### src/rtl/ufb_pkg.sv
// Package for the serial frame format and baud configuration block.
// Assumes an APB slave with 8-bit byte addresses and 32-bit data.
package ufb_pkg;
    // Register byte offsets, one aligned word each
    localparam logic [7:0] OFF_FRAME = 8'h00;
    localparam logic [7:0] OFF_BAUD_HI = 8'h04;
    localparam logic [7:0] OFF_BAUD_LO = 8'h08;
    localparam logic [7:0] OFF_CTRL = 8'h0c;
    localparam logic [7:0] OFF_TXDATA = 8'h10;
    localparam logic [7:0] OFF_RXDATA = 8'h14;
    localparam logic [7:0] OFF_ISTAT = 8'h18;
    localparam logic [7:0] OFF_IMASK = 8'h1c;
    // Frame format field positions
    localparam int FF_MODE_LSB = 6;
    localparam int FF_PAR_LSB = 4;
    localparam int FF_STOP = 3;
    localparam int FF_CSZ_LSB = 1;
    localparam int FF_POL = 0;
    // Control register field positions
    localparam int CTRL_CSZ_TOP = 0;
    localparam int CTRL_DS = 1;
    localparam int CTRL_TXEN = 2;
    localparam int CTRL_RXEN = 3;
    // Receive data register flag positions
    localparam int RXD_PERR = 9;
    localparam int RXD_FERR = 10;
    localparam int RXD_FULL = 11;
    // Interrupt status bit positions
    localparam int EVT_TXDONE = 0;
    localparam int EVT_RXDONE = 1;
    localparam int EVT_PERR = 2;
    localparam int EVT_FERR = 3;
    localparam int EVT_OVR = 4;
    localparam int NUM_EVT = 5;
    // Reset values
    localparam logic [7:0] FRAME_RST = 8'h06;
    localparam logic [3:0] BAUD_HI_RST = 4'h0;
    localparam logic [7:0] BAUD_LO_RST = 8'h00;
    localparam logic [3:0] CTRL_RST = 4'h0;
    // Oversample ticks per bit in asynchronous mode
    localparam logic [4:0] OS_NORMAL = 5'h10;
    localparam logic [4:0] OS_DOUBLE = 5'h08;
    // Mode and parity encodings
    localparam logic [1:0] MODE_ASYNC = 2'h0;
    localparam logic [1:0] MODE_SYNC = 2'h1;
    localparam logic [1:0] PAR_OFF = 2'h0;
    localparam logic [1:0] PAR_EVEN = 2'h2;
    localparam logic [1:0] PAR_ODD = 2'h3;
    // Engine states
    typedef enum logic [2:0] {TX_IDLE, TX_START, TX_DATA, TX_PAR, TX_STOP} ufb_tx_state_t;
    typedef enum logic [2:0] {RX_IDLE, RX_START, RX_DATA, RX_PAR, RX_STOP} ufb_rx_state_t;
endpackage

### src/rtl/ufb_uart_cfg.sv
// Serial transceiver with frame format and baud divisor configuration.
// Assumes an APB master on pclk and a serial line synchronous to pclk.
`timescale 1ns/1ps

// Summary of operation
// Mode field selects async, sync or idle
// Transmitter inserts computed parity bit
// Receiver checks parity, flags mismatch
// Parity field: off, reserved, even, odd
// Stop select gives one or two stops
// Receiver ignores stop select entirely
// Size bits give 5 to 9 data bits
// Polarity picks clock edges for sync data
// Software keeps polarity zero in async
// Divisor is 12 bits over two registers
// Upper baud high bits read zero
// Low byte write reloads prescaler at once
// Software changes divisor only when idle
// Async factor 16, or 8 double speed
// Bit rate is clock over factor times divisor+1
// Reset gives async, 8N1, divisor zero
module ufb_uart_cfg
    import ufb_pkg::*;
#(
    parameter int DIV_W = 12,
    parameter int MAX_BITS = 9
) (
    input wire logic pclk,
    input wire logic presetn,
    input wire logic psel,
    input wire logic penable,
    input wire logic pwrite,
    input wire logic [7:0] paddr,
    input wire logic [31:0] pwdata,
    output logic [31:0] prdata,
    output logic pready,
    output logic pslverr,
    input wire logic serial_rx_pin,
    output logic serial_tx_pin,
    output logic sync_serial_clock,
    output logic irq
);
    // Software visible state
    logic [7:0] frame_q; // Frame format control
    logic [3:0] div_hi_q; // Baud divisor bits 11:8
    logic [7:0] div_lo_q; // Baud divisor bits 7:0
    logic [3:0] ctrl_q; // Size top bit, double speed, enables
    logic [NUM_EVT-1:0] istat_q; // Sticky event bits
    logic [NUM_EVT-1:0] istat_d;
    logic [NUM_EVT-1:0] imask_q; // Interrupt mask, same layout
    logic [MAX_BITS-1:0] tx_buf_q; // Transmit holding word
    logic tx_full_q;
    logic [MAX_BITS-1:0] rx_data_q; // Received character
    logic rx_full_q;
    logic rx_perr_q; // Parity error of held character
    logic rx_ferr_q; // Frame error of held character
    // Baud generation
    logic [DIV_W-1:0] presc_q; // Down-counting prescaler
    logic [4:0] os_q; // Transmit oversample phase
    logic [4:0] rx_os_q; // Receive oversample phase
    // Engines
    ufb_tx_state_t tx_state_q;
    ufb_rx_state_t rx_state_q;
    logic [MAX_BITS-1:0] tx_sh_q;
    logic [3:0] tx_cnt_q;
    logic tx_par_q; // Running xor of sent data bits
    logic tx_stop2_q; // Second stop bit still owed
    logic [MAX_BITS-1:0] rx_sh_q;
    logic [3:0] rx_cnt_q;
    logic rx_par_q; // Running xor of received data bits
    logic rx_perr_pend_q; // Parity result of frame in flight

    // Field decode
    logic [1:0] mode;
    logic [1:0] par_mode;
    logic par_en;
    logic par_odd;
    logic two_stop;
    logic pol;
    logic [3:0] nbits;
    logic [DIV_W-1:0] divisor;
    logic is_async;
    logic is_sync;
    logic engines_on;
    logic [4:0] factor;
    assign mode = frame_q[FF_MODE_LSB +: 2];
    assign is_async = (mode == MODE_ASYNC);
    assign is_sync = (mode == MODE_SYNC);
    assign engines_on = is_async | is_sync;
    assign par_mode = frame_q[FF_PAR_LSB +: 2];
    // Reserved parity code acts as disabled
    assign par_en = (par_mode == PAR_EVEN) | (par_mode == PAR_ODD);
    assign par_odd = (par_mode == PAR_ODD);
    assign two_stop = frame_q[FF_STOP];
    assign pol = frame_q[FF_POL];
    assign divisor = {div_hi_q, div_lo_q};
    assign factor = ctrl_q[CTRL_DS] ? OS_DOUBLE : OS_NORMAL;

    // Character size; reserved codes fall back to eight bits
    function automatic logic [3:0] char_bits(input logic [2:0] c);
        case (c)
            3'h0: return 4'h5;
            3'h1: return 4'h6;
            3'h2: return 4'h7;
            3'h7: return 4'h9;
            default: return 4'h8;
        endcase
    endfunction
    assign nbits = char_bits({ctrl_q[CTRL_CSZ_TOP], frame_q[FF_CSZ_LSB +: 2]});

    // APB phases
    logic setup;
    logic acc;
    logic wr_en;
    logic rd_en;
    assign setup = psel & ~penable;
    assign acc = psel & penable & pready;
    assign wr_en = acc & pwrite;
    assign rd_en = acc & ~pwrite;

    // Read mux and address decode
    logic [31:0] rd_mux;
    logic hit;
    always_comb begin
        rd_mux = 32'h0000_0000;
        hit = 1'b1;
        if (paddr == OFF_FRAME) begin
            rd_mux[7:0] = frame_q;
        end else if (paddr == OFF_BAUD_HI) begin
            rd_mux[3:0] = div_hi_q;
        end else if (paddr == OFF_BAUD_LO) begin
            rd_mux[7:0] = div_lo_q;
        end else if (paddr == OFF_CTRL) begin
            rd_mux[3:0] = ctrl_q;
            rd_mux[4] = tx_full_q;
            rd_mux[5] = (tx_state_q != TX_IDLE);
            rd_mux[6] = (rx_state_q != RX_IDLE);
        end else if (paddr == OFF_TXDATA) begin
            rd_mux[MAX_BITS-1:0] = tx_buf_q;
        end else if (paddr == OFF_RXDATA) begin
            rd_mux[MAX_BITS-1:0] = rx_data_q;
            rd_mux[RXD_PERR] = rx_perr_q;
            rd_mux[RXD_FERR] = rx_ferr_q;
            rd_mux[RXD_FULL] = rx_full_q;
        end else if (paddr == OFF_ISTAT) begin
            rd_mux[NUM_EVT-1:0] = istat_q;
        end else if (paddr == OFF_IMASK) begin
            rd_mux[NUM_EVT-1:0] = imask_q;
        end else begin
            hit = 1'b0;
        end
    end

    // Bus answer: data captured at setup, ready in the first access cycle
    always_ff @(posedge pclk or negedge presetn) begin
        if (!presetn) begin
            pready <= 1'b0;
            prdata <= 32'h0000_0000;
            pslverr <= 1'b0;
        end else begin
            pready <= setup;
            if (setup) begin
                prdata <= rd_mux;
                pslverr <= ~hit;
            end
        end
    end

    // Configuration registers; unmapped writes change nothing
    always_ff @(posedge pclk or negedge presetn) begin
        if (!presetn) begin
            frame_q <= FRAME_RST;
            div_hi_q <= BAUD_HI_RST;
            div_lo_q <= BAUD_LO_RST;
            ctrl_q <= CTRL_RST;
            imask_q <= '0;
        end else if (wr_en) begin
            if (paddr == OFF_FRAME) begin
                frame_q <= pwdata[7:0];
            end else if (paddr == OFF_BAUD_HI) begin
                div_hi_q <= pwdata[3:0];
            end else if (paddr == OFF_BAUD_LO) begin
                div_lo_q <= pwdata[7:0];
            end else if (paddr == OFF_CTRL) begin
                ctrl_q <= pwdata[3:0];
            end else if (paddr == OFF_IMASK) begin
                imask_q <= pwdata[NUM_EVT-1:0];
            end
        end
    end

    // Prescaler; a new rate applies at once, so frames in flight suffer
    logic tick;
    logic lo_wr;
    assign tick = (presc_q == '0);
    assign lo_wr = wr_en & (paddr == OFF_BAUD_LO);
    always_ff @(posedge pclk or negedge presetn) begin
        if (!presetn) begin
            presc_q <= '0;
        end else if (lo_wr) begin
            presc_q <= {div_hi_q, pwdata[7:0]};
        end else if (tick) begin
            presc_q <= divisor;
        end else begin
            presc_q <= presc_q - 1'b1;
        end
    end

    // Transmit oversample phase and synchronous clock
    logic tx_stb;
    logic rx_sync_stb;
    always_ff @(posedge pclk or negedge presetn) begin
        if (!presetn) begin
            os_q <= 5'h00;
            sync_serial_clock <= 1'b0;
        end else begin
            if (!is_async || os_q >= factor - 5'h01) begin
                // A phase stranded above a shrunken factor restarts at once
                os_q <= (tick || os_q >= factor) ? 5'h00 : os_q;
            end else if (tick) begin
                os_q <= os_q + 5'h01;
            end
            // Clock runs only in synchronous mode, idles at polarity level
            if (!is_sync) begin
                sync_serial_clock <= pol;
            end else if (tick) begin
                sync_serial_clock <= ~sync_serial_clock;
            end
        end
    end
    // Change edge: rising for polarity 0, falling for polarity 1
    assign tx_stb = is_async ? (tick & (os_q == factor - 5'h01))
                             : (is_sync & tick & (sync_serial_clock == pol));
    assign rx_sync_stb = is_sync & tick & (sync_serial_clock != pol);

    // Transmit holding word
    logic tx_load;
    logic tx_take;
    assign tx_load = wr_en & (paddr == OFF_TXDATA) & ~tx_full_q & ctrl_q[CTRL_TXEN];
    assign tx_take = tx_stb & (tx_state_q == TX_IDLE) & tx_full_q & engines_on;
    always_ff @(posedge pclk or negedge presetn) begin
        if (!presetn) begin
            tx_buf_q <= '0;
            tx_full_q <= 1'b0;
        end else if (tx_load) begin
            tx_buf_q <= pwdata[MAX_BITS-1:0];
            tx_full_q <= 1'b1;
        end else if (tx_take) begin
            tx_full_q <= 1'b0;
        end
    end

    // Transmit engine, one step per bit strobe
    logic tx_done;
    assign tx_done = tx_stb & (tx_state_q == TX_STOP) & ~tx_stop2_q;
    always_ff @(posedge pclk or negedge presetn) begin
        if (!presetn) begin
            tx_state_q <= TX_IDLE;
            serial_tx_pin <= 1'b1;
            tx_sh_q <= '0;
            tx_cnt_q <= 4'h0;
            tx_par_q <= 1'b0;
            tx_stop2_q <= 1'b0;
        end else if (!engines_on) begin
            tx_state_q <= TX_IDLE;
            serial_tx_pin <= 1'b1;
        end else if (tx_stb) begin
            case (tx_state_q)
                TX_IDLE: begin
                    if (tx_full_q) begin
                        serial_tx_pin <= 1'b0;
                        tx_sh_q <= tx_buf_q;
                        tx_par_q <= 1'b0;
                        tx_cnt_q <= 4'h0;
                        tx_state_q <= TX_START;
                    end
                end
                TX_START, TX_DATA: begin
                    if (tx_cnt_q == nbits) begin
                        if (par_en) begin
                            serial_tx_pin <= tx_par_q ^ par_odd;
                            tx_state_q <= TX_PAR;
                        end else begin
                            serial_tx_pin <= 1'b1;
                            tx_stop2_q <= two_stop;
                            tx_state_q <= TX_STOP;
                        end
                    end else begin
                        serial_tx_pin <= tx_sh_q[0];
                        tx_par_q <= tx_par_q ^ tx_sh_q[0];
                        tx_sh_q <= tx_sh_q >> 1;
                        tx_cnt_q <= tx_cnt_q + 4'h1;
                        tx_state_q <= TX_DATA;
                    end
                end
                TX_PAR: begin
                    serial_tx_pin <= 1'b1;
                    tx_stop2_q <= two_stop;
                    tx_state_q <= TX_STOP;
                end
                default: begin
                    if (tx_stop2_q) begin
                        tx_stop2_q <= 1'b0;
                    end else begin
                        tx_state_q <= TX_IDLE;
                    end
                end
            endcase
        end
    end

    // Receive sample strobe: mid-bit in async, sample edge in sync
    logic [4:0] rx_lim;
    logic rx_stb;
    assign rx_lim = (rx_state_q == RX_START) ? ((factor >> 1) - 5'h01) : (factor - 5'h01);
    assign rx_stb = is_async ? (tick & (rx_os_q == rx_lim)) : rx_sync_stb;

    // Receive engine; only the first stop bit is ever looked at
    logic rx_done;
    logic [MAX_BITS-1:0] rx_aligned;
    assign rx_done = rx_stb & (rx_state_q == RX_STOP);
    assign rx_aligned = rx_sh_q >> (4'(MAX_BITS) - nbits);
    always_ff @(posedge pclk or negedge presetn) begin
        if (!presetn) begin
            rx_state_q <= RX_IDLE;
            rx_os_q <= 5'h00;
            rx_sh_q <= '0;
            rx_cnt_q <= 4'h0;
            rx_par_q <= 1'b0;
            rx_perr_pend_q <= 1'b0;
        end else if (!engines_on || !ctrl_q[CTRL_RXEN]) begin
            rx_state_q <= RX_IDLE;
            rx_os_q <= 5'h00;
        end else begin
            if (rx_stb || rx_state_q == RX_IDLE) begin
                rx_os_q <= 5'h00;
            end else if (tick) begin
                rx_os_q <= rx_os_q + 5'h01;
            end
            case (rx_state_q)
                RX_IDLE: begin
                    rx_cnt_q <= 4'h0;
                    rx_par_q <= 1'b0;
                    rx_perr_pend_q <= 1'b0;
                    if (is_async && tick && !serial_rx_pin) begin
                        rx_state_q <= RX_START;
                    end else if (rx_sync_stb && !serial_rx_pin) begin
                        rx_state_q <= RX_DATA;
                    end
                end
                RX_START: begin
                    // A glitch shorter than half a bit is dropped
                    if (rx_stb) begin
                        rx_state_q <= serial_rx_pin ? RX_IDLE : RX_DATA;
                    end
                end
                RX_DATA: begin
                    if (rx_stb) begin
                        rx_sh_q <= {serial_rx_pin, rx_sh_q[MAX_BITS-1:1]};
                        rx_par_q <= rx_par_q ^ serial_rx_pin;
                        rx_cnt_q <= rx_cnt_q + 4'h1;
                        if (rx_cnt_q == nbits - 4'h1) begin
                            rx_state_q <= par_en ? RX_PAR : RX_STOP;
                        end
                    end
                end
                RX_PAR: begin
                    if (rx_stb) begin
                        rx_perr_pend_q <= rx_par_q ^ serial_rx_pin ^ par_odd;
                        rx_state_q <= RX_STOP;
                    end
                end
                default: begin
                    if (rx_stb) begin
                        rx_state_q <= RX_IDLE;
                    end
                end
            endcase
        end
    end

    // Received character holding; reading it frees it, a new arrival wins
    logic rx_rd;
    assign rx_rd = rd_en & (paddr == OFF_RXDATA);
    always_ff @(posedge pclk or negedge presetn) begin
        if (!presetn) begin
            rx_data_q <= '0;
            rx_full_q <= 1'b0;
            rx_perr_q <= 1'b0;
            rx_ferr_q <= 1'b0;
        end else if (rx_done) begin
            rx_data_q <= rx_aligned;
            rx_full_q <= 1'b1;
            rx_perr_q <= rx_perr_pend_q;
            rx_ferr_q <= ~serial_rx_pin;
        end else if (rx_rd) begin
            rx_full_q <= 1'b0;
        end
    end

    // Events and interrupt; only bits shown by the read are cleared
    logic [NUM_EVT-1:0] evt;
    logic [NUM_EVT-1:0] clr;
    always_comb begin
        evt = '0;
        evt[EVT_TXDONE] = tx_done;
        evt[EVT_RXDONE] = rx_done;
        evt[EVT_PERR] = rx_done & rx_perr_pend_q;
        evt[EVT_FERR] = rx_done & ~serial_rx_pin;
        evt[EVT_OVR] = rx_done & rx_full_q & ~rx_rd;
        clr = (rd_en && paddr == OFF_ISTAT) ? prdata[NUM_EVT-1:0] : '0;
        istat_d = (istat_q & ~clr) | evt;
    end
    always_ff @(posedge pclk or negedge presetn) begin
        if (!presetn) begin
            istat_q <= '0;
            irq <= 1'b0;
        end else begin
            istat_q <= istat_d;
            irq <= |(istat_d & imask_q);
        end
    end

    // Checks
    property p_lo_reload;
        @(posedge pclk) disable iff (!presetn)
        lo_wr |=> presc_q == {div_hi_q, div_lo_q};
    endproperty
    a_lo_reload: assert property (p_lo_reload) else $error("low write did not reload");
    property p_hi_rsv;
        @(posedge pclk) disable iff (!presetn)
        (rd_en && paddr == OFF_BAUD_HI) |-> prdata[7:4] == 4'h0;
    endproperty
    a_hi_rsv: assert property (p_hi_rsv) else $error("baud high upper bits nonzero");
    property p_presc;
        @(posedge pclk) disable iff (!presetn)
        (tick && !lo_wr) |=> presc_q == $past(divisor);
    endproperty
    a_presc: assert property (p_presc) else $error("prescaler reload wrong");
    property p_factor;
        @(posedge pclk) disable iff (!presetn)
        (is_async && $stable(frame_q) && $stable(ctrl_q)) |-> os_q < factor;
    endproperty
    a_factor: assert property (p_factor) else $error("oversample phase out of range");
    property p_stop2;
        @(posedge pclk) disable iff (!presetn)
        (engines_on && tx_stb && tx_state_q == TX_STOP && tx_stop2_q) |=> tx_state_q == TX_STOP;
    endproperty
    a_stop2: assert property (p_stop2) else $error("second stop bit missing");
    property p_tx_par;
        @(posedge pclk) disable iff (!presetn)
        (engines_on && tx_stb && tx_state_q == TX_DATA && tx_cnt_q == nbits && par_en)
            |=> serial_tx_pin == ($past(tx_par_q) ^ $past(par_odd));
    endproperty
    a_tx_par: assert property (p_tx_par) else $error("parity bit wrong");
    property p_rx_par;
        @(posedge pclk) disable iff (!presetn)
        (engines_on && ctrl_q[CTRL_RXEN] && rx_stb && rx_state_q == RX_PAR)
            |=> rx_perr_pend_q == $past(rx_par_q ^ serial_rx_pin ^ par_odd);
    endproperty
    a_rx_par: assert property (p_rx_par) else $error("parity check wrong");
    property p_rx_stop;
        @(posedge pclk) disable iff (!presetn)
        rx_done |=> rx_state_q == RX_IDLE && rx_full_q;
    endproperty
    a_rx_stop: assert property (p_rx_stop) else $error("receiver waited on stop");
    property p_mode_off;
        @(posedge pclk) disable iff (!presetn)
        !engines_on |=> tx_state_q == TX_IDLE && serial_tx_pin;
    endproperty
    a_mode_off: assert property (p_mode_off) else $error("engine ran in idle mode");
    property p_sync_edge;
        @(posedge pclk) disable iff (!presetn)
        (is_sync && tx_stb && $stable(frame_q)) |=> sync_serial_clock == ~pol;
    endproperty
    a_sync_edge: assert property (p_sync_edge) else $error("sync change edge wrong");
    c_tx_done: cover property (@(posedge pclk) disable iff (!presetn) tx_done);
    c_rx_perr: cover property (@(posedge pclk) disable iff (!presetn) evt[EVT_PERR]);
    c_ovr: cover property (@(posedge pclk) disable iff (!presetn) evt[EVT_OVR]);
    c_sync: cover property (@(posedge pclk) disable iff (!presetn) is_sync && rx_done);
endmodule

### config.mk
export PLATFORM = sky130hd
export DESIGN_NAME = ufb_uart_cfg
export DESIGN_NICKNAME = d
export VERILOG_FILES = /design/src/rtl/ufb_pkg.sv /design/src/rtl/ufb_uart_cfg.sv
export SDC_FILE = /design/constraint.sdc
export NUM_CORES = 1
export LEC_CHECK = 0
export BUFFER_PORTS_ARGS = -buffer_cell sky130_fd_sc_hd__buf_2
export CAP_MARGIN = 30
export CORE_MARGIN = 2
export CORE_UTILIZATION = 30
export DETAILED_ROUTE_END_ITERATION = 16
export GPL_TIMING_DRIVEN = 0
export MAX_ROUTING_LAYER = met4
export SETUP_SLACK_MARGIN = 0.05
export SYNTH_ARGS = -nofsm -noshare
export SYNTH_HDL_FRONTEND = slang
export SYNTH_SLANG_ARGS = --single-unit
### constraint.sdc
create_clock -name pclk -period 2.5 [get_ports pclk]
set_clock_uncertainty 0.05 [all_clocks]
set_input_delay 0.25 -clock pclk [delete_from_list [all_inputs] [get_ports pclk]]
set_output_delay 0.25 -clock pclk [all_outputs]
set_load 0.01 [all_outputs]
After elaboration in Yosys (flattened, before gate mapping)
Cells that the tools add are included.
{ "totals": {"register_bits": 131, "out_inout_bits": 37, "wordCells": 271} }
{ "op_classes": {"add_sub_neg": 9, "magnitude_cmp": 2, "eq_ne": 44, "shift": 1, "mux": 91, "bitwise_logic": 49, "reduce_logical": 44} }
{ "op_table": {"columns": ["cell", "n"], "rows": [
  ["2-to-1 mux 5 bit", 13],
  ["2-to-1 mux 9 bit", 7],
  ["2-to-1 mux 7 bit", 7],
  ["2-to-1 mux 3 bit", 15],
  ["== test 8 x 5 -> 1 bit (second input constant)", 4],
  ["2-to-1 mux 1 bit", 26],
  ["AND 1 bit", 25],
  ["2-to-1 mux 12 bit", 2],
  ["2-to-1 mux 4 bit", 6],
  ["2-to-1 mux 8 bit", 3],
  ["one-hot mux 9 bit (2 select lines)", 1],
  ["AND reduction 3 bit", 6],
  ["== test 8 x 4 -> 1 bit (second input constant)", 2],
  ["one-hot mux 4 bit (2 select lines)", 2],
  ["one-hot mux 4 bit (4 select lines)", 1],
  ["== test 3 x 2 -> 1 bit (second input constant)", 5],
  ["AND reduction 5 bit", 3],
  ["NOT 1 bit", 14],
  ["zero test 12 bit", 1],
  ["inequality test 2 bit (second input constant)", 6],
  ["inequality test 3 bit (second input constant)", 4],
  ["one-hot mux 3 bit (4 select lines)", 1],
  ["AND reduction 6 bit", 2],
  ["nonzero test 2 bit", 6],
  ["43 further kinds", 78]
]} }

Logic depth before layout (Yosys ltp)
Gate-level depths: netlist (run 1).
{ "depth": {"ltp_word": 16, "ltp_mapped": 9, "ltp_nobuf": 8} }

Least setup slack after synthesis (run 1)
OpenSTA, ideal clock, no wires.
{ "synth_path": {"path_kind": "register to register", "start": "reg ctrl_q[1]", "end": "reg tx_sh_q[8]", "setup_time_ns": 0.135, "arrival_time_ns": 2.209, "slack_ns": 0.106, "stages_incl_launch_ff": 9, "n_path_buf": 1, "cell_sequence": "dfrtp_1 -> ha_1 -> nor4bb_1 -> mux2i_1 -> or3_1 -> a311o_1 -> buf_6 -> o21ai_1 -> o21ai_0"} }
{ "synth_between": {"elab_chain_cells": 6} }
{ "synth_lines": {"columns": ["item", "line_no", "text"], "rows": [
  ["start: declaration", "ufb_uart_cfg.sv:47", "logic [3:0] ctrl_q;"],
  ["start signal: assignment", "ufb_uart_cfg.sv:185", "ctrl_q <= pwdata[3:0];"],
  ["2-to-1 mux 5 bit", "ufb_uart_cfg.sv:97", "assign factor = ctrl_q[CTRL_DS] ? OS_DOUBLE : OS_NORMAL;"],
  ["subtractor 5 x 1 -> 5 bit", "ufb_uart_cfg.sv:232", "assign tx_stb = is_async ? (tick & (os_q == factor - 5'h01))"],
  ["== test 5 bit", "ufb_uart_cfg.sv:232", null],
  ["AND 1 bit", "ufb_uart_cfg.sv:232", null],
  ["2-to-1 mux 1 bit", "ufb_uart_cfg.sv:232", null],
  ["AND reduction 5 bit (no source line)", null, null],
  ["end signal: assignment", "ufb_uart_cfg.sv:272", "tx_sh_q <= tx_buf_q;"],
  ["end signal: assignment", "ufb_uart_cfg.sv:291", "tx_sh_q <= tx_sh_q >> 1;"],
  ["end: declaration", "ufb_uart_cfg.sv:64", "logic [MAX_BITS-1:0] tx_sh_q;"]
]} }
Every way passes these cells.
A chain may end at the register's enable or synchronous reset.

Worst setup path after layout (run 1)
{ "layout_path": {"start": "reg presc_q[0]", "end": "reg tx_par_q"} }
{ "layout_between": {"elab_chain_cells": 5, "word_cells_on_any_way": 6} }
{ "layout_lines": {"columns": ["item", "line_no", "text"], "rows": [
  ["start: declaration", "ufb_uart_cfg.sv:58", "logic [DIV_W-1:0] presc_q;"],
  ["start signal: assignment", "ufb_uart_cfg.sv:201", "presc_q <= {div_hi_q, pwdata[7:0]};"],
  ["start signal: assignment", "ufb_uart_cfg.sv:203", "presc_q <= divisor;"],
  ["start signal: assignment", "ufb_uart_cfg.sv:205", "presc_q <= presc_q - 1'b1;"],
  ["zero test 12 bit *", "ufb_uart_cfg.sv:195", "assign tick = (presc_q == '0);"],
  ["AND 1 bit (2 in a row)", "ufb_uart_cfg.sv:233", ": (is_sync & tick & (sync_serial_clock == pol));"],
  ["2-to-1 mux 1 bit *", "ufb_uart_cfg.sv:232", null],
  ["AND reduction 5 bit (no source line) *", null, null],
  ["end signal: assignment", "ufb_uart_cfg.sv:290", "tx_par_q <= tx_par_q ^ tx_sh_q[0];"],
  ["end: declaration", "ufb_uart_cfg.sv:66", "logic tx_par_q;"]
]} }
Mark *: on every way between the ends. The rest lies on a longest branch, timed or not.

==> results of run 1 <==
-- critical path, cell delays in order (launching register included) --
cell     delay (ns)
dfrtp_1        0.39
inv_2          0.07
ha_4           0.14
nor4b_4        0.31
nand4_4        0.21
or3_4          0.45
a311o_2        0.42
o31ai_2        0.27
o41ai_1        0.10
-- area by class of cell --
type	count	share of cell area
Clock inverter	14	0.0170
Multi-Input combinational cell	579	0.440
Buffer	60	0.0378
Inverter	24	0.00985
Tap cell	324	0.0443
Clock buffer	18	0.0480
Sequential cell	131	0.359
Timing Repair Buffer	59	0.0443
-- power by group through the flow --
stage,Sequential [mW],Clock (mW),Combinational (mW)
2_1_floorplan,2.33,0,0.318
3_3_place_gp,2.34,0,0.475
3_5_place_dp,2.34,0,0.486
4_1_cts,2.31,2.55,0.515
5_1_grt,2.32,2.67,0.580
6_report,2.31,2.52,0.521
-- cell usage after synthesis, types with 4 or more instances --
cell type	n
buf_2	4
nor3_1	11
o21ai_0	62
dfrtp_1	128
nand2b_1	13
and3_1	5
or2_2	5
mux2i_1	26
and2_1	5
a21oi_1	30
mux2_2	36
o31ai_1	7
nor2b_1	9
a31oi_1	4
nand3_1	13
a32o_1	4
xnor2_1	11
inv_1	23
xor2_1	12
nand3b_1	6
o211ai_1	4
clkbuf_1	30
a21o_1	4
nand4_1	8
nor2_1	40
a21boi_0	4
mux4_2	6
o21ai_1	23
ha_1	10
or3_1	6
nor4_1	4
buf_4	24
nand2_1	114
-- timing repair --
item,in CTS,in global routing
setup endpoints to repair,46,55
hold buffers,1,0
resized for setup,33,28
pin swaps,15,5
setup buffers,16,2
hold endpoints to repair,64,0
cloned,1,0
-- worst min path at each step --
stage | endpoint | slack, ns | depth (start not counted) | startpoint
2_1_floorplan | ctrl_q[0] | -0.1 | 0 | presetn
3_3_place_gp | prdata[11] | 0.42 | 2 | prdata[11]
3_5_place_dp | tx_sh_q[7] | 0.24 | 1 | presetn
4_1_cts | tx_buf_q[8] | 0.02 | 2 | pwdata[8]
5_1_grt | tx_buf_q[8] | 0.02 | 2 | pwdata[8]
6_report | tx_buf_q[8] | 0.02 | 2 | pwdata[8]
-- metrics by stage --
stage	worst slack (ns)	setup TNS [ns]	std cells	instance area [sq um]
final	-0.0396	-0.109	1209	9150
after global routing	-0.118	-1.02	1209	9150
after CTS	-0.00804	-0.0127	1209	9040
after detailed placement	-0.508	-12.86	1159	8160
after global placement	-0.747	-105.53	1158	8130
after floorplan	0.106	0	796	7530
-- sequential cells by signal, indices dropped and copies added, names as in the netlist, 3 cells and up --
name        count
ctrl_q          4
div_hi_q        4
div_lo_q        8
frame_q         8
imask_q         5
istat_q         5
os_q            5
prdata         12
presc_q        12
rx_cnt_q        4
rx_data_q       9
rx_os_q         5
rx_sh_q         9
rx_state_q      3
tx_buf_q        9
tx_cnt_q        4
tx_sh_q         9
tx_state_q      3
-- cell families after synthesis --
group                    count (synthesis)  synth area share
AO/OA/AOI/OAI                          189             0.160
XOR/XNOR                                23            0.0270
adder cells (fa/ha/maj)                 10            0.0168
buffers and inverters                   86            0.0572
flip-flops                             131             0.440
multiplexers                            71             0.112
other                                    1          0.000503
AND/OR/NAND/NOR                        266             0.187
-- per-layer routing --
metal,vias to the layer above,global-route usage
li1,2958,-
met1,3080,0.221
met2,147,0.253
met3,31,0.0317
met4,0,0.0503
met5,-,-
==> summary.md, run 1 <==
| Metric | Value |
|---|---|
| Status | `complete, but fails checks` |
| Post-synthesis sequential area ratio | `0.440` |
| Most common cell after layout, fill and taps aside | `dfrtp_1` |
| Worst Setup End Kind | `flop` |
| Post-synth EDFFs | `0` |
| Final period util | `1.02` |
| Deepest clock path buffer count | `2` |
| Register Area | `3280 sq um` |
| Sequential Power Share | `0.432` |
| DRC viols | `0` |
| Gate power share | `0.097` |
| Clock power share | `0.471` |
| Final core utilization | `0.375` |
| Fin worst setup slack | `-0.0396 ns` |
| Type of the worst min-delay path | `in2reg` |
| Crit-path max FO | `6` |
| Die W | `162 um` |
| Worst-Margin Slew | `0.699 ns` |
| Die area | `26200 sq um` |
| RSZ-0062 raised after global routing | `true` |
| Number of clock sinks | `131` |
| Vias in the first global route | `5978` |
| CTS Root Cell | `clkbuf_16` |
| Reg2reg end | `tx_par_q` |
| Hold Fails Final Rpt | `0` |
| WL met3 | `899 um` |
| GRT Residual Overflow | `0` |
| Num CTS Buffers | `17` |
| Htree depth | `4` |
| Fmax | `394 MHz` |
| Synth Cell Area | `7460 sq um` |
| Area of the multi-input gates | `4020 sq um` |
| Slew Limit Fails | `0` |
| Final setup violation count | `7` |
| Async SR Flop Fraction | `1.00` |
| Filler cells | `2459` |
| Pin count of the biggest net entering global routing | `67` |
| Initial antenna violation count | `0` |
| Post-DP HPWL | `14600 um` |
| Synthesis-stage register bit count | `131` |
| CORE AREA | `24400 sq um` |
| Ys flop type | `dfrtp_1` |
| Crit path DAT | `2.79 ns` |
| End of the critical path | `tx_par_q` |
| Vias | `6216` |
| Switching part of the total power | `0.265` |
| Final Net Count | `928` |
| Commonest cells after routing, fill and taps aside | `dfrtp_1, nand2_1, o21ai_0` |
| CTS tree | `done` |
| WHS | `0.0208 ns` |
| Largest cells by area after synthesis | `dfrtp_1, nand2_1, mux2_2` |
| Unique cell type count in the Yosys netlist | `85` |
| Post-synth top area share | `0.429` |
| Starting DRT DRC Count | `468` |
| Slew HR | `0.530` |
| NetSw | `1.41 mW` |
| WP data required | `2.75 ns` |
| Worst-Skew Late Latency | `0.44 ns` |
| Critical Path Start Type | `flop` |
| Antenna Nets Post-Route | `0` |
| M1 WL | `9590 um` |
| Worst Setup SP | `presc_q[0]` |
| Max layer used | `met4` |
| Flop-to-flop setup slack | `-0.04 ns` |
| # diodes | `0` |
| Row Count | `57` |
| Synthesized area per cell | `9.60 sq um` |
| Crit path kind | `reg2reg` |
| Layout cells sized above 1 | `0.255` |
| Largest area contributor in the netlist | `dfrtp_1` |
| Pwr Total | `5.35 mW` |
| First-pass GRT wire length | `32600 um` |
| Synth Warn # | `0` |
| Via/cell ratio | `5.14` |
| # IOs | `83` |
| 1st-pass router iterations | `5` |
| VDD IR-drop max | `0.000421 V` |
| Final Critical Period | `2.54 ns` |
| Pwr dens | `584 nW/um^2` |
| Violated checks | `setup timing` |
| Critical R2R Launch | `presc_q[0]` |
| Worst reg2reg path depth | `8` |
| Total GRT Usage | `0.165` |
| Cell count after synthesis | `777` |
| Max-cap violations | `0` |
| Die H | `162 um` |
| Input/output buffers | `38` |
| Met2 routed WL | `9430 um` |
| Clock Pin Slew Worst Setup and Hold Paths | `0.06 ns` |
| P_int | `3.93 mW` |
| Initial Util | `0.306` |
| Routed len/inst | `16.8 um` |
| Total leakage power | `4.03 nW` |
| Drt total wl | `20300 um` |
| Area grow syn2layout | `22.6%` |
| Routability cong. | `0.933` |
Power figures use the tool's default switching activity.
==> run 2, diff against run 1 <==
--- a/config.mk
+++ b/config.mk
@@ -13,6 +13,7 @@
 export GPL_TIMING_DRIVEN = 0
 export MAX_ROUTING_LAYER = met4
 export SETUP_SLACK_MARGIN = 0.05
+export SKIP_CTS_REPAIR_TIMING = 1
 export SYNTH_ARGS = -nofsm -noshare
 export SYNTH_HDL_FRONTEND = slang
 export SYNTH_SLANG_ARGS = --single-unit
==> summary.md, run 2 (synthesis results as in run 1) <==
| Metric | Value |
|---|---|
| Status | `complete, but fails checks` |
| Violated checks | `setup timing` |
| Max-cap violations | `0` |
| Critical Path Start Type | `flop` |
| Crit path DAT | `2.95 ns` |
| Gate power share | `0.095` |
| Design Area, Final | `9130 sq um` |
| Crit path kind | `reg2reg` |
| Total leakage power | `4.02 nW` |
| RSZ-0062 raised after global routing | `true` |
| Fmax | `372 MHz` |
| 1st-pass router iterations | `5` |
| Antenna Nets Post-Route | `0` |
| GRT Residual Overflow | `0` |
| Pwr dens | `584 nW/um^2` |
| GR Util met1 | `0.216` |
| Post-DP HPWL | `14600 um` |
| Hold path startpoint | `pwdata[8]` |
| VDD IR-drop max | `0.000423 V` |
| Initial antenna violation count | `0` |
| NetSw | `1.41 mW` |
| Dpl cell area | `8160 sq um` |
| Crit-path max FO | `6` |
| Critical R2R Launch | `os_q[3]` |
| Vias | `6199` |
| Most common cell after layout, fill and taps aside | `dfrtp_1` |
| Drt total wl | `20200 um` |
| Worst Setup End Kind | `flop` |
| CTS tree | `done` |
| Htree depth | `4` |
| Commonest cells after routing, fill and taps aside | `dfrtp_1, nand2_1, o21ai_0` |
| Flop-to-flop setup slack | `-0.19 ns` |
| Dpl cells | `1159` |
| Num CTS Buffers | `17` |
| Final period util | `1.08` |
| P_int | `3.92 mW` |
| Met3 GRT Util | `0.0319` |
| WP data required | `2.76 ns` |
| Top flop regs | `prdata (12), presc_q (12)` |
| Hold Path Depth | `2` |
| Worst-Skew Late Latency | `0.44 ns` |
| Input/output buffers | `38` |
| Sequential Power Share | `0.433` |
| Fin cells | `1210` |
| First-pass GRT wire length | `31700 um` |
| DRC viols | `0` |
| Setup TNS Final | `-2.22 ns` |
| Dpl ws | `-0.508 ns` |
| Reg2reg end | `tx_sh_q[6]` |
| Most Crowded Layer GR | `met2` |
| Row Count | `57` |
| CORE AREA | `24400 sq um` |
| Worst reg2reg path depth | `9` |
| Slew HR | `0.512` |
| Routability cong. | `0.933` |
| Slew Limit Fails | `0` |
| Switching part of the total power | `0.264` |
| Deepest clock path buffer count | `2` |
| Die area | `26200 sq um` |
| Final setup violation count | `14` |
| Final Net Count | `929` |
| Hold Fails Final Rpt | `0` |
| # IOs | `83` |
| Starting DRT DRC Count | `447` |
| Number of clock sinks | `131` |
| Clock Pin Slew Worst Setup and Hold Paths | `0.06 ns` |
| Worst-Margin Slew | `0.722 ns` |
| Hold worst-path end | `tx_buf_q[8]` |
| Routed len/inst | `16.7 um` |
| # diodes | `0` |
| Die W | `162 um` |
| GR Layer Usage met2 | `0.243` |
| Area grow syn2layout | `22.3%` |
| Initial Util | `0.306` |
| Final Critical Period | `2.69 ns` |
| Type of the worst min-delay path | `in2reg` |
| Total GRT Usage | `0.160` |
| Fin worst setup slack | `-0.190 ns` |
| Layout cells sized above 1 | `0.249` |
| Die H | `162 um` |
| Via/cell ratio | `5.12` |
| Vias in the first global route | `5815` |
| Pin count of the biggest net entering global routing | `67` |
| Clock power share | `0.472` |
| CTS Root Cell | `clkbuf_16` |
-- run 2: cell types whose count changed in the layout (fill, tap and decap cells not counted), moves of 2 or more --
cell	change
clkbuf_4	-2
inv_1	+2
clkbuf_2	+2
inv_2	-2
buf_6	+2
buf_2	-2
-- run 2: final cells by class --
type / count / area [sq um]
repair buffers: 60 / 404
plain buffers: 60 / 345
multi-input cells: 579 / 4000
flip-flops and latches: 131 / 3280
clock buffers: 18 / 439
clock inverters: 14 / 155
inverters: 24 / 90.1
well taps: 324 / 405
fillers: 2459 / 15300
-- run 2: worst max path at each step --
stage | to | start
3_3_place_gp | rx_par_q | presetn
6_report | tx_sh_q[6] | os_q[3]
2_1_floorplan | tx_sh_q[8] | ctrl_q[1]
3_5_place_dp | tx_sh_q[5] | ctrl_q[1]
5_1_grt | tx_sh_q[7] | os_q[3]
4_1_cts | tx_sh_q[5] | ctrl_q[1]
-- run 2: metrics by stage --
step	power [mW]	hold WS [ns]	utilization
2_1_floorplan	2.65	-0.0956	-
3_3_place_gp	2.82	0.417	0.333
3_5_place_dp	2.83	0.241	0.335
4_1_cts	5.35	-0.216	0.359
5_1_grt	5.55	0.0146	0.374
6_report	5.33	0.0177	0.374
-- run 2: routing by layer --
layer,wire (um),share of wire
met5,0,0
met4,457,0.023
met3,1030,0.051
met2,9300,0.46
met1,9420,0.47
-- run 2: power by group through the flow --
stage | Sequential [mW] | Clock (mW) | Combinational (mW)
3_3_place_gp | 2.34 | 0 | 0.475
2_1_floorplan | 2.33 | 0 | 0.318
6_report | 2.31 | 2.51 | 0.507
3_5_place_dp | 2.34 | 0 | 0.486
4_1_cts | 2.31 | 2.55 | 0.488
5_1_grt | 2.32 | 2.67 | 0.567
-- run 2: worst max-delay path, stage by stage (launching register included) --
cell and delay, ns:
dfrtp_1 0.43, inv_2 0.07, ha_4 0.26, nor4bb_4 0.34
mux2i_4 0.16, or3_4 0.43, a311o_2 0.46, buf_6 0.17
o21ai_2 0.11, o21ai_1 0.07
==> run 3, diff against run 2 <==
--- a/config.mk
+++ b/config.mk
@@ -12,6 +12,7 @@
 export DETAILED_ROUTE_END_ITERATION = 16
 export GPL_TIMING_DRIVEN = 0
 export MAX_ROUTING_LAYER = met4
+export REMOVE_ABC_BUFFERS = 1
 export SETUP_SLACK_MARGIN = 0.05
 export SKIP_CTS_REPAIR_TIMING = 1
 export SYNTH_ARGS = -nofsm -noshare
==> constraint.sdc (replaced) <==
create_clock -name pclk -period 3.4 [get_ports pclk]
set_clock_uncertainty 0.05 [all_clocks]
set_input_delay 0.34 -clock pclk [delete_from_list [all_inputs] [get_ports pclk]]
set_output_delay 0.34 -clock pclk [all_outputs]
set_load 0.01 [all_outputs]
==> summary.md, run 3 (synthesis results as in run 1) <==
| Metric | Value |
|---|---|
| Total GRT Usage | `0.149` |
| Critical path, cell by cell | `nand3_1, o311ai_0, o21a_1, a311oi_1, o21ai_1, o21ai_0` |
| Crit path kind | `reg2reg` |
| Critical Path Start Type | `flop` |
| Via/cell ratio | `5.10` |
| Hold Fails Final Rpt | `0` |
| CTS tree | `done` |
| Final period util | `0.916` |
| Max layer used | `met4` |
| First-pass GRT wire length | `29800 um` |
| Final Net Count | `853` |
| Die area | `26200 sq um` |
| Die W | `162 um` |
| Dpl cells | `1100` |
| CORE AREA | `24400 sq um` |
| Die H | `162 um` |
| Crit path DAT | `3.33 ns` |
| Slew Limit Fails | `0` |
| Status | `finished clean` |
| Worst-Skew Late Latency | `0.43 ns` |
| Worst Setup End Kind | `flop` |
| Pwr dens | `467 nW/um^2` |
| M1 WL | `8750 um` |
| Area grow syn2layout | `14.1%` |
| Htree depth | `4` |
| Fmax | `321 MHz` |
| Largest stage delay, worst path | `0.86 ns` |
| Post-DP HPWL | `13200 um` |
| Routability cong. | `0.836` |
| RSZ-0062 raised after global routing | `false` |
| Input/output buffers | `39` |
| WHS | `0.0938 ns` |
| Buf/Inv on CP | `0` |
| DRC viols | `0` |
| Max-cap violations | `0` |
| Layout cells sized above 1 | `0.174` |
| Top flop regs | `prdata (12), presc_q (12)` |
| Vias in the first global route | `5492` |
| Initial Util | `0.306` |
| Setup TNS Final | `0 ns` |
| Antenna Nets Post-Route | `0` |
| Fin cells | `1134` |
| Final setup violation count | `0` |
| Drt total wl | `18500 um` |
| Fin worst setup slack | `0.285 ns` |
| WP data required | `3.61 ns` |
| 1st-pass router iterations | `5` |
| Num CTS Buffers | `17` |
| Row Count | `57` |
| CTS Root Cell | `clkbuf_16` |
| Largest delay contributor family on the critical path | `compound AO/OA/AOI/OAI gates` |
| Starting DRT DRC Count | `296` |
| Initial antenna violation count | `0` |
| Commonest cells after routing, fill and taps aside | `dfrtp_1, nand2_1, o21ai_0` |
| # diodes | `0` |
| Final Critical Period | `3.12 ns` |
| Clock Pin Slew Worst Setup and Hold Paths | `0.06 ns` |
| Met2 routed WL | `8500 um` |
| Worst-Margin Slew | `1.06 ns` |
| Slew HR | `0.292` |
| CP max stage cell | `o21ai_1` |
| Routed len/inst | `16.3 um` |
| Total leakage power | `3.73 nW` |
| Pin count of the biggest net entering global routing | `98` |
| GRT Residual Overflow | `0` |
| Dpl ws | `0.101 ns` |
| Vias | `5783` |
| Filler cells | `2527` |
| Most common cell after layout, fill and taps aside | `dfrtp_1` |
| Deepest clock path buffer count | `2` |
| Type of the worst min-delay path | `in2reg` |
| VDD IR-drop max | `0.000408 V` |
| WL met3 | `916 um` |
| Crit-path max FO | `14` |
| Pwr Total | `3.97 mW` |
| Number of clock sinks | `131` |
| # IOs | `83` |
-- run 3: area by class of cell --
type / count / area [sq um] / area share
Inverter: 24 / 90.1 / 0.0106
Sequential cell: 131 / 3280 / 0.386
Clock inverter: 11 / 150 / 0.0176
Multi-Input combinational cell: 580 / 3850 / 0.452
Timing Repair Buffer: 43 / 258 / 0.0303
Clock buffer: 21 / 480 / 0.0564
Tap cell: 324 / 405 / 0.0476
-- run 3: routing by layer --
| layer | vias up | track usage |
|---|---|---|
| met5 | - | - |
| met4 | 0 | 0.0511 |
| met3 | 27 | 0.0304 |
| met2 | 142 | 0.227 |
| met1 | 2813 | 0.198 |
| li1 | 2801 | - |
-- run 3: per-stage QoR --
step           instance area (sq um)  utilization
2_1_floorplan                   7200            -
3_3_place_gp                    7800        0.320
3_5_place_dp                    7850        0.322
4_1_cts                         8480        0.348
5_1_grt                         8510        0.349
6_report                        8510        0.349
-- run 3: path summary, 6_finish.rpt --
check	from	end	slack, ns	cells past startpoint
max in group asynchronous	presetn	frame_q[2]	2.17	3
min in group asynchronous	presetn	tx_sh_q[5]	0.32	2
worst max register to register	frame_q[2]	tx_sh_q[8]	0.28	6
worst max-delay path	frame_q[2]	tx_sh_q[8]	0.28	6
worst min-delay path	pwdata[8]	tx_buf_q[8]	0.09	2
worst min register to register	prdata[10]	prdata[10]	0.42	2
-- run 3: where the power goes --
group	leakage, nW	switching (mW)	internal (mW)	total [mW]
Sequential	1.75	0.0846	1.62	1.70
Clock	0.294	0.706	1.23	1.94
Combinational	1.69	0.198	0.133	0.330
